$ cat config.mk
export PLATFORM = sky130hd
export DESIGN_NAME = adcsq_top
export DESIGN_NICKNAME = d
export VERILOG_FILES = /design/src/pkg/adcsq_pkg.sv /design/src/core/adcsq_top.sv
export SDC_FILE = /design/constraint.sdc
export NUM_CORES = 1
export LEC_CHECK = 0
export BUFFER_PORTS_ARGS = -buffer_cell sky130_fd_sc_hd__buf_2
export CORE_MARGIN = 2
export CORE_UTILIZATION = 50
export DETAILED_ROUTE_END_ITERATION = 12
export HOLD_SLACK_MARGIN = 0.03
export PLACE_DENSITY = 0.8
export SLEW_MARGIN = 10
export SYNTH_ARGS = -nofsm -noshare
export SYNTH_HDL_FRONTEND = slang
export SYNTH_SLANG_ARGS = --single-unit
export TNS_END_PERCENT = 1
$ cat constraint.sdc
create_clock -name MCLK_I -period 5.9 [get_ports MCLK_I]
set_input_delay 1.77 -clock MCLK_I [delete_from_list [all_inputs] [get_ports MCLK_I]]
set_output_delay 1.77 -clock MCLK_I [all_outputs]
set_load 0.02 [all_outputs]
$ cat src/pkg/adcsq_pkg.sv
// ---------------------------------------------------------------------------
// Shared constants of the converter sequencer
// ---------------------------------------------------------------------------
package adcsq_pkg;

   // Register byte addresses on the AXI4-Lite slave.
   localparam logic [7:0] OFS_CTRL0 = 8'h00;
   localparam logic [7:0] OFS_CTRL1 = 8'h04;
   localparam logic [7:0] OFS_CTRL2 = 8'h08;
   localparam logic [7:0] OFS_RES_HI = 8'h0C;
   localparam logic [7:0] OFS_RES_LO = 8'h10;
   localparam logic [7:0] OFS_FLAG = 8'h14;

   // Field positions of converter_control_zero.
   localparam int EN_BIT = 0;
   localparam int GO_BIT = 1;
   localparam int CHS_LSB = 2;
   // Field positions of converter_control_one.
   localparam int PCFG_LSB = 0;
   localparam int VPOS_BIT = 4;
   localparam int VNEG_BIT = 5;
   // Field positions of converter_control_two.
   localparam int CLK_LSB = 0;
   localparam int ACQ_LSB = 3;
   localparam int JUST_BIT = 7;
   // Field position of the completion flag register.
   localparam int FLAG_BIT = 0;

   // Reset values and the last all-analog pin code.
   localparam logic [7:0] CTRL0_RST = 8'h00;
   localparam logic [7:0] CTRL2_RST = 8'h00;
   localparam logic [3:0] PCFG_FUSE_SET = 4'h0;
   localparam logic [3:0] PCFG_FUSE_CLR = 4'h7;
   localparam logic [3:0] PCFG_ALL_ANALOG_MAX = 4'h2;

   // Channel count and highest implemented code.
   localparam int CHANNELS = 13;
   localparam logic [3:0] CHS_LAST = 4'hC;

   // Timing, in nanoseconds, derived clock cycles and bit periods.
   localparam int CLK_PERIOD_NS = 20;
   localparam int TCY_NS = 80;
   localparam int TCY_CYCLES = (TCY_NS + CLK_PERIOD_NS - 1) / CLK_PERIOD_NS;
   localparam logic [3:0] CONV_TADS = 4'hB;
   localparam logic [1:0] RECOVER_TADS = 2'h3;

   // AXI response codes.
   localparam logic [1:0] RESP_OKAY = 2'h0;
   localparam logic [1:0] RESP_SLVERR = 2'h2;

   // Sequencer states.
   typedef enum logic [2:0] {
      ST_IDLE,
      ST_RC_WAIT,
      ST_ACQUIRE,
      ST_CONVERT,
      ST_RECOVER
   } adcsq_state_e;

endpackage

$ cat src/core/adcsq_top.sv
// The implementer's own choices: the placing of the registers and the AXI4-Lite register port.
`timescale 1ns/100ps
// Operation
// - Channel codes 0 to 12 route input channels 0 to 12 to the sampler.
// - Codes 13 to 15 convert a floating input without any error.
// - While enabled, start bit reads 1 during conversion, 0 when idle.
// - Enable bit 0 switches the converter on when 1, off when 0.
// - Bit 5 picks channel 2 as low reference, bit 4 channel 3 as high.
// - Pin codes up to 2 all analog; each step after turns one top digital.
// - At power-on pin config loads 0 if fuse is 1, else 7.
// - Justify bit 7 set gives right justified result, clear left justified.
// - Acquisition code gives 0,2,4,6,8,12,16,20 bit periods.
// - Clock code selects divide 2 to 64 or the internal RC clock.
// - With RC clock, wait one instruction cycle before clock runs.
// - Reset clears control and flag registers except pin config, switches off and aborts conversions.
// - At completion load result, clear start bit, set completion flag.
// - Result registers are not touched by reset.
// - Successive approximation produces a 10-bit result.
// - Programmed acquisition runs between start and conversion begin.
// - Three bit periods pass after a conversion before next acquisition.
// - Unimplemented upper control bits always read zero.
// - Small package omits channels 5 to 7; large has all 13.
// - Acquisition code 0 converts at once; sampling resumes afterwards.
// - Each conversion takes 11 bit periods.
module adcsq_top #(
   parameter bit SMALL_PACKAGE = 1'b0
) (
   // Clock and reset.
   input wire logic MCLK_I,
   input wire logic SYS_RST_I,
   // AXI4-Lite write address and data.
   input wire logic AWVALID_I,
   output logic AWREADY_O,
   input wire logic [7:0] AWADDR_I,
   input wire logic WVALID_I,
   output logic WREADY_O,
   input wire logic [31:0] WDATA_I,
   input wire logic [3:0] WSTRB_I,
   // AXI4-Lite write response.
   output logic BVALID_O,
   input wire logic BREADY_I,
   output logic [1:0] BRESP_O,
   // AXI4-Lite read.
   input wire logic ARVALID_I,
   output logic ARREADY_O,
   input wire logic [7:0] ARADDR_I,
   output logic RVALID_O,
   input wire logic RREADY_I,
   output logic [31:0] RDATA_O,
   output logic [1:0] RRESP_O,
   // Analog front end.
   input wire logic PORT_ANALOG_FUSE_I,
   input wire logic INTERNAL_RC_CLOCK_I,
   input wire logic COMPARE_I,
   output logic [3:0] SAMPLE_CHANNEL_O,
   output logic SAMPLE_HOLD_O,
   output logic REF_NEG_EXT_O,
   output logic REF_POS_EXT_O,
   output logic [9:0] TRIAL_CODE_O,
   output logic [adcsq_pkg::CHANNELS-1:0] PIN_ANALOG_O,
   output logic CONV_FLAG_O
);
   import adcsq_pkg::*;

   // ------------------------------------------------------------------------
   // Decoding functions
   // ------------------------------------------------------------------------
   function automatic logic [4:0] acq_tads(input logic [2:0] code);
      case (code)
         3'h0: acq_tads = 5'h00;
         3'h1: acq_tads = 5'h02;
         3'h2: acq_tads = 5'h04;
         3'h3: acq_tads = 5'h06;
         3'h4: acq_tads = 5'h08;
         3'h5: acq_tads = 5'h0C;
         3'h6: acq_tads = 5'h10;
         default: acq_tads = 5'h14;
      endcase
   endfunction

   // Divide ratio minus one; RC codes return zero and are not used.
   function automatic logic [5:0] clk_div(input logic [2:0] code);
      case (code)
         3'h0: clk_div = 6'h01;
         3'h4: clk_div = 6'h03;
         3'h1: clk_div = 6'h07;
         3'h5: clk_div = 6'h0F;
         3'h2: clk_div = 6'h1F;
         3'h6: clk_div = 6'h3F;
         default: clk_div = 6'h00;
      endcase
   endfunction

   // ------------------------------------------------------------------------
   // Input synchronisers
   // ------------------------------------------------------------------------
   logic fuse_s1, fuse_s2, rc_s1, rc_s2, rc_s3;

   // The fuse pair has no reset arm, so the strap level has settled by
   // the first edge after release, when the pin roles are loaded.
   always_ff @(posedge MCLK_I) begin
      fuse_s1 <= PORT_ANALOG_FUSE_I;
      fuse_s2 <= fuse_s1;
   end

   // The RC level passes two flops; the third only marks its edge.
   // The comparator settles from the registered trial code on this clock,
   // so it is read directly: two more flops would outlast a divide-by-two
   // bit period and break the search loop.
   always_ff @(posedge MCLK_I or posedge SYS_RST_I) begin
      if (SYS_RST_I) begin
         {rc_s1, rc_s2, rc_s3} <= 3'h0;
      end else begin
         rc_s1 <= INTERNAL_RC_CLOCK_I;
         rc_s2 <= rc_s1;
         rc_s3 <= rc_s2;
      end
   end

   // ------------------------------------------------------------------------
   // Registers and bus slave
   // ------------------------------------------------------------------------
   logic en;
   logic [3:0] chs;
   logic vneg, vpos;
   logic [3:0] pcfg;
   logic por_done;
   logic just;
   logic [2:0] acq_code, clk_code;
   logic flag;
   logic [7:0] res_hi, res_lo;
   logic aw_full, w_full;
   logic [7:0] aw_addr, rd_addr;
   logic [31:0] w_data;
   logic [3:0] w_strb;
   logic wr_fire, busy, done_evt;
   logic [31:0] rd_mux;
   logic rd_hit, wr_hit;
   adcsq_state_e state;
   logic pending;

   assign wr_fire = aw_full && w_full && !BVALID_O;
   assign wr_hit = aw_addr inside {OFS_CTRL0, OFS_CTRL1, OFS_CTRL2,
                                   OFS_RES_HI, OFS_RES_LO, OFS_FLAG};
   // Start bit shows a running or queued conversion.
   assign busy = (state inside {ST_RC_WAIT, ST_ACQUIRE, ST_CONVERT}) ||
                 pending;

   // Read multiplexer; upper bits are fixed at zero.
   always_comb begin
      rd_hit = 1'b1;
      rd_mux = 32'h0000_0000;
      case (ARADDR_I)
         OFS_CTRL0: rd_mux[5:0] = {chs, busy && en, en};
         OFS_CTRL1: rd_mux[5:0] = {vneg, vpos, pcfg};
         OFS_CTRL2: rd_mux[7:0] = {just, 1'b0, acq_code, clk_code};
         OFS_RES_HI: rd_mux[7:0] = res_hi;
         OFS_RES_LO: rd_mux[7:0] = res_lo;
         OFS_FLAG: rd_mux[FLAG_BIT] = flag;
         default: rd_hit = 1'b0;
      endcase
   end

   // Write channel: address and data are taken independently.
   always_ff @(posedge MCLK_I or posedge SYS_RST_I) begin
      if (SYS_RST_I) begin
         aw_full <= 1'b0;
         w_full <= 1'b0;
         AWREADY_O <= 1'b1;
         WREADY_O <= 1'b1;
         BVALID_O <= 1'b0;
         BRESP_O <= RESP_OKAY;
         aw_addr <= 8'h00;
         w_data <= 32'h0000_0000;
         w_strb <= 4'h0;
      end else begin
         if (AWREADY_O && AWVALID_I) begin
            aw_full <= 1'b1;
            aw_addr <= AWADDR_I;
            AWREADY_O <= 1'b0;
         end
         if (WREADY_O && WVALID_I) begin
            w_full <= 1'b1;
            w_data <= WDATA_I;
            w_strb <= WSTRB_I;
            WREADY_O <= 1'b0;
         end
         if (wr_fire) begin
            aw_full <= 1'b0;
            w_full <= 1'b0;
            BVALID_O <= 1'b1;
            BRESP_O <= wr_hit ? RESP_OKAY : RESP_SLVERR;
         end
         if (BVALID_O && BREADY_I) begin
            BVALID_O <= 1'b0;
            AWREADY_O <= 1'b1;
            WREADY_O <= 1'b1;
         end
      end
   end

   // Read channel: one read at a time, answered the cycle after address.
   always_ff @(posedge MCLK_I or posedge SYS_RST_I) begin
      if (SYS_RST_I) begin
         ARREADY_O <= 1'b1;
         RVALID_O <= 1'b0;
         RDATA_O <= 32'h0000_0000;
         RRESP_O <= RESP_OKAY;
         rd_addr <= 8'h00;
      end else if (ARREADY_O && ARVALID_I) begin
         ARREADY_O <= 1'b0;
         RVALID_O <= 1'b1;
         RDATA_O <= rd_mux;
         RRESP_O <= rd_hit ? RESP_OKAY : RESP_SLVERR;
         rd_addr <= ARADDR_I;
      end else if (RVALID_O && RREADY_I) begin
         RVALID_O <= 1'b0;
         ARREADY_O <= 1'b1;
      end
   end

   logic wr_c0, wr_c1, wr_c2, start_req;
   assign wr_c0 = wr_fire && aw_addr == OFS_CTRL0 && w_strb[0];
   assign wr_c1 = wr_fire && aw_addr == OFS_CTRL1 && w_strb[0];
   assign wr_c2 = wr_fire && aw_addr == OFS_CTRL2 && w_strb[0];
   // A start needs the enable bit in the same written value.
   assign start_req = wr_c0 && w_data[GO_BIT] && w_data[EN_BIT];

   // Control registers; reset turns the module off.
   always_ff @(posedge MCLK_I or posedge SYS_RST_I) begin
      if (SYS_RST_I) begin
         {chs, en} <= {CTRL0_RST[5:2], CTRL0_RST[EN_BIT]};
         {vneg, vpos} <= 2'h0;
         {just, acq_code, clk_code} <= {CTRL2_RST[7], CTRL2_RST[5:0]};
      end else begin
         if (wr_c0) begin
            en <= w_data[EN_BIT];
            chs <= w_data[CHS_LSB+:4];
         end
         if (wr_c1) begin
            vneg <= w_data[VNEG_BIT];
            vpos <= w_data[VPOS_BIT];
         end
         if (wr_c2) begin
            just <= w_data[JUST_BIT];
            acq_code <= w_data[ACQ_LSB+:3];
            clk_code <= w_data[CLK_LSB+:3];
         end
      end
   end

   // Pin roles: the fuse is caught on the first edge after reset release.
   always_ff @(posedge MCLK_I or posedge SYS_RST_I) begin
      if (SYS_RST_I) begin
         pcfg <= PCFG_FUSE_SET;
         por_done <= 1'b0;
      end else if (!por_done) begin
         pcfg <= fuse_s2 ? PCFG_FUSE_SET : PCFG_FUSE_CLR;
         por_done <= 1'b1;
      end else if (wr_c1) begin
         pcfg <= w_data[PCFG_LSB+:4];
      end
   end

   // Completion flag: a completion in the clearing cycle wins.
   always_ff @(posedge MCLK_I or posedge SYS_RST_I) begin
      if (SYS_RST_I) begin
         flag <= 1'b0;
      end else if (done_evt) begin
         flag <= 1'b1;
      end else if (wr_fire && aw_addr == OFS_FLAG && w_strb[0] &&
                   w_data[FLAG_BIT]) begin
         flag <= 1'b0;
      end
   end

   // ------------------------------------------------------------------------
   // Bit-period generator and sequencer
   // ------------------------------------------------------------------------
   logic rc_sel, tad_tick;
   logic [5:0] div_cnt;
   logic [2:0] tcy_cnt;
   logic [4:0] acq_cnt;
   logic [3:0] tad_cnt;
   logic [1:0] rec_cnt;
   logic [9:0] sar;
   adcsq_state_e next_launch;

   assign rc_sel = clk_code[1:0] == 2'h3;
   // RC edges are counted only after both synchroniser flops.
   assign tad_tick = (state inside {ST_ACQUIRE, ST_CONVERT, ST_RECOVER}) &&
                     (rc_sel ? (rc_s2 && !rc_s3)
                             : div_cnt == clk_div(clk_code));
   // The RC clock starts one instruction cycle late.
   assign next_launch = rc_sel ? ST_RC_WAIT
                      : acq_code == 3'h0 ? ST_CONVERT : ST_ACQUIRE;
   assign done_evt = state == ST_CONVERT && tad_tick &&
                     tad_cnt == CONV_TADS - 4'h1;

   // System clock divider, restarted whenever the sequencer is quiet.
   always_ff @(posedge MCLK_I or posedge SYS_RST_I) begin
      if (SYS_RST_I) begin
         div_cnt <= 6'h00;
      end else if (state inside {ST_IDLE, ST_RC_WAIT} || tad_tick) begin
         div_cnt <= 6'h00;
      end else begin
         div_cnt <= div_cnt + 6'h01;
      end
   end

   // Sequencer: wait, acquire, convert, recover.
   always_ff @(posedge MCLK_I or posedge SYS_RST_I) begin
      if (SYS_RST_I) begin
         state <= ST_IDLE;
         pending <= 1'b0;
         tcy_cnt <= 3'h0;
         acq_cnt <= 5'h00;
         tad_cnt <= 4'h0;
         rec_cnt <= 2'h0;
         sar <= 10'h000;
      end else if (wr_c0 && !w_data[EN_BIT]) begin
         state <= ST_IDLE;
         pending <= 1'b0;
      end else begin
         case (state)
            ST_IDLE: begin
               tcy_cnt <= 3'h0;
               acq_cnt <= 5'h00;
               tad_cnt <= 4'h0;
               if (start_req) begin
                  state <= next_launch;
               end
            end
            ST_RC_WAIT: begin
               tcy_cnt <= tcy_cnt + 3'h1;
               if (tcy_cnt == 3'(TCY_CYCLES - 1)) begin
                  state <= acq_code == 3'h0 ? ST_CONVERT : ST_ACQUIRE;
               end
            end
            ST_ACQUIRE: begin
               if (tad_tick) begin
                  acq_cnt <= acq_cnt + 5'h01;
                  if (acq_cnt == acq_tads(acq_code) - 5'h01) begin
                     state <= ST_CONVERT;
                  end
               end
            end
            ST_CONVERT: begin
               if (tad_tick) begin
                  tad_cnt <= tad_cnt + 4'h1;
                  // First period opens the search, then one bit each.
                  if (tad_cnt == 4'h0) begin
                     sar <= 10'h200;
                  end else begin
                     sar[4'd10 - tad_cnt] <= COMPARE_I;
                     if (tad_cnt != 4'hA) begin
                        sar[4'd9 - tad_cnt] <= 1'b1;
                     end
                  end
                  if (done_evt) begin
                     state <= ST_RECOVER;
                     rec_cnt <= 2'h0;
                  end
               end
            end
            ST_RECOVER: begin
               pending <= pending || start_req;
               if (tad_tick) begin
                  rec_cnt <= rec_cnt + 2'h1;
                  if (rec_cnt == RECOVER_TADS - 2'h1) begin
                     pending <= 1'b0;
                     tad_cnt <= 4'h0;
                     acq_cnt <= 5'h00;
                     tcy_cnt <= 3'h0;
                     state <= (pending || start_req) ? next_launch
                                                     : ST_IDLE;
                  end
               end
            end
            default: state <= ST_IDLE;
         endcase
      end
   end

   // Result pair holds its value through reset, so it has no reset arm.
   always_ff @(posedge MCLK_I) begin
      if (done_evt) begin
         if (just) begin
            res_hi <= {6'h00, sar[9:8]};
            res_lo <= {sar[7:1], COMPARE_I};
         end else begin
            res_hi <= sar[9:2];
            res_lo <= {sar[1], COMPARE_I, 6'h00};
         end
      end
   end

   // ------------------------------------------------------------------------
   // Front-end outputs
   // ------------------------------------------------------------------------
   logic [3:0] dig_cnt;
   logic [CHANNELS-1:0] next_analog;
   assign dig_cnt = pcfg > PCFG_ALL_ANALOG_MAX ? pcfg - PCFG_ALL_ANALOG_MAX
                                               : 4'h0;

   // Highest channels turn digital first; small parts lack 5 to 7.
   for (genvar i = 0; i < CHANNELS; i++) begin : g_pin
      localparam logic [3:0] IDX = 4'(i);
      assign next_analog[i] = (IDX < 4'(CHANNELS) - dig_cnt) &&
                              !(SMALL_PACKAGE && i >= 5 && i <= 7);
   end

   // Codes above the last channel still drive the mux; the front end
   // leaves those inputs open and a floating value is converted.
   always_ff @(posedge MCLK_I or posedge SYS_RST_I) begin
      if (SYS_RST_I) begin
         SAMPLE_CHANNEL_O <= 4'h0;
         SAMPLE_HOLD_O <= 1'b0;
         REF_NEG_EXT_O <= 1'b0;
         REF_POS_EXT_O <= 1'b0;
         TRIAL_CODE_O <= 10'h000;
         PIN_ANALOG_O <= '0;
         CONV_FLAG_O <= 1'b0;
      end else begin
         SAMPLE_CHANNEL_O <= chs;
         SAMPLE_HOLD_O <= state == ST_CONVERT;
         REF_NEG_EXT_O <= vneg;
         REF_POS_EXT_O <= vpos;
         TRIAL_CODE_O <= sar;
         PIN_ANALOG_O <= next_analog;
         CONV_FLAG_O <= flag;
      end
   end
endmodule // adcsq_top

==> reports/metrics.yaml <==
timing:
  clock.fmax_ghz: 0.322
  setup_viol: 0
  fin_crit_sh: 0.526
  maxSlewHeadroom: 0.346
  report.final.slew_viol_count: 0
  finalClockSkew_ns: 0.0100
  final.setup.tns_ns: 0
  worstMarginPinSlew_ns: 0.981
  whs_ns: 0.335
  hold_violations: 0
  rsz0062_at_grt: "false"
  period_needed_ns: 3.10
global_routing:
  grt_pass1_wl_um: 25200
  overflow: 0
  grt_max_degree: 83
  grtUsageMet2: 0.349
  track_usage: 0.220
  met1_usage: 0.292
  use_met3: 0.0571
  grt_busiest_layer: "met2"
  antenna_found_initial: 0
  grt_pass1_vias: 5121
critical_path:
  slowest_delay_ns: 0.51
  path_max_fanout: 7
  start_kind: "register"
  path_buf_inv: 2
  crit_chain: "inv_1 -> ha_1 -> xnor2_1 -> nand4_1 -> a2111oi_4 -> a31oi_1 -> buf_4 -> o21ai_0 -> a21boi_0"
  worstSetupPathType: "register to register"
  r2r_start: "clk_code[0]"
  worstReg2RegEnd: "div_cnt[1]"
  worst-path-stages: 9
  endpoint_kind: "register"
  crit_family: "compound AO/OA/AOI/OAI gates"
  rr_worst_depth: 9
  regToRegSetupSlack_ns: 2.80
  critPathRequiredTime_ns: 6.18
  startpoint: "clk_code[0]"
  arrival_ns: 3.38
  cpMaxStageDelayCell: "o21ai_0"
pwr:
  combPwrFrac: 0.292
  power_mw: 3.49
  switching_share: 0.365
  p_clk_frac: 0.313
  p_seq_frac: 0.395
  power.density_nw_per_um2: 437
  p_int_mw: 2.22
  p_leak_nw: 3.58
  ir_drop_mv: 0.243
  p_switching_mw: 1.28
logic_synthesis:
  synth-seq-area-share: 0.512
  synth_cell_types: 68
  synthTopCellsByArea: "dfrtp_1 (43%), edfxtp_1 (6.9%), mux2_2 (5.0%)"
  synth_top_area_cell: "dfrtp_1"
  synthArstFlopShare: 0.871
  avgSynthCellArea_um2: 10.5
  ys.flop_type: "dfrtp_1"
  yosys.area_share.simple: 0.137
  synth_top_family_by_area: "compound AO/OA/AOI/OAI gates"
  yosys.area_share.xor_xnor: 0.0151
  synth_seq_cells: 139
  ys_warn_count: 0
  synth.area.mux_share: 0.0712
  synth-compound-area-share: 0.166
  synth_cells: 663
  synthAdderAreaFrac: 0.0361
  synth_edf_count: 16
  synth.top_cell.area_share: 0.425
  synth_area_um2: 6940
clock_tree:
  clock-sinks: 139
  hold_buffers: 0
  clockBufferDepth: 2
  numCtsBuffers: 17
  clkLatencyLatePin_ns: 0.43
  clkTransAtPathRegs_ns: 0.06
  ctsResizeCount: 0
  cts_tree: "done"
  cts-htree-levels: 4
  post_cts_buffers: 0
  clock-root-buffer: "clkbuf_16"
floorplanning:
  core_area_um2: 13700
  boundaryPins: 134
  initial_utilization: 0.506
  dieArea_um2: 14800
  num_rows: 43
  fp.dieW_um: 122
  dieHeight_um: 122
detailed_routing:
  final_antenna_net_count: 0
  drc: 0
  drt-total-wl_um: 15400
  drtIter0Drc: 534
  first_pass_iters: 7
  viasPerCell: 5.66
  wl_per_cell_um: 16.6
  route.vias.total: 5257
finish:
  fill_cells: 1089
  final_layout_size_suffix_gt1_frac: 0.216
  finalNetCount: 818
  antenna_cells: 0
  finalCoreUtilization: 0.583
  area_growth_pct: 15.3
placed_design:
  hpwl_um: 10200
  io_buffers: 79
  gp_congestion: 0.916
run:
  maxCapViolCount: 0
status:
  status: "complete, no violations"
worst_hold_path:
  hp-start: "fuse_s1"
  hold_path_depth: 0
  hold_end: "fuse_s2"
  hold_path.class: "register to register"
## placed cells by master (no fill, tap or decap), types with 20 or more instances in the layout
master	count
dfrtp_1	118
buf_2	79
nand2_1	64
o21ai_0	48
a21oi_1	35
mux2_2	31
inv_1	31
conb_1	27
nor2_1	26
ha_1	20
## cell usage after synthesis, drive strengths merged (5+ instances only)
library cell,number
nand4,7
buf,32
ha,20
a22oi,6
xor2,5
and2,16
xnor2,7
nand3,10
clkbuf,21
dfrtp,118
a32o,7
mux2i,13
nor3,14
nand2,64
o31ai,11
nor2,27
and3,5
nor2b,12
inv,32
o21ai,50
a41oi,12
nand2b,9
a31oi,5
a21oi,36
or3,5
edfxtp,16
mux2,32
## worst max path at each step
| stage | end | slack (ns) |
|---|---|---|
| finish | div_cnt[1] | 2.80 |
| global route | div_cnt[1] | 2.55 |
| CTS | div_cnt[1] | 2.80 |
| detailed placement | rec_cnt[1] | 2.71 |
| global placement | ARREADY_O | 2.73 |
| floorplan | BRESP_O[1] | 0.92 |
## metal layers
metal	vias to the layer above	wire length, µm
met3	26	894
met1	2549	6720
met4	0	298
li1	2494	-
met5	-	0
met2	188	7470
## cells by family after synthesis
logic type,after synthesis
AND/OR/NAND/NOR,187
AO/OA/AOI/OAI,171
flip-flops,139
buffers and inverters,87
multiplexers,45
adder cells (fa/ha/maj),20
XOR/XNOR,12
other,2
## power groups by stage
stage | clock [mW] | combinational [mW] | sequential, mW
CTS | 1.11 | 1.01 | 1.37
floorplan | 0 | 0.727 | 1.38
global placement | 0 | 0.974 | 1.38
detailed placement | 0 | 0.995 | 1.39
global route | 1.15 | 1.13 | 1.41
finish | 1.09 | 1.02 | 1.38
## state kept, by name (all words and copies together), names as in the netlist, 3 cells and up
signal,flops
res_lo,8
chs,4
pcfg,4
w_data,7
SAMPLE_CHANNEL_O,4
acq_cnt,5
state,3
tad_cnt,4
TRIAL_CODE_O,10
res_hi,8
clk_code,3
RDATA_O,8
div_cnt,6
PIN_ANALOG_O,13
tcy_cnt,3
sar,10
acq_code,3
aw_addr,8
## through the flow
step,cells,area (µm²),setup slack [ns]
final,929,8000,2.80
after global routing,929,8000,2.55
after CTS,929,8000,2.80
after detailed placement,897,7380,2.71
after global placement,897,7380,2.73
after floorplan,688,7030,0.921
## area by class of cell
cell class	instances	area, µm²	area share
timing repair buffer	82	418	0.0522
sequential	139	3550	0.444
tap	180	225	0.0282
clock buffer	21	503	0.0629
multi-input combinational	462	3050	0.382
clock inverter	11	118	0.0147
inverter	34	130	0.0163
Note: power is estimated with default switching activity, not from simulation.
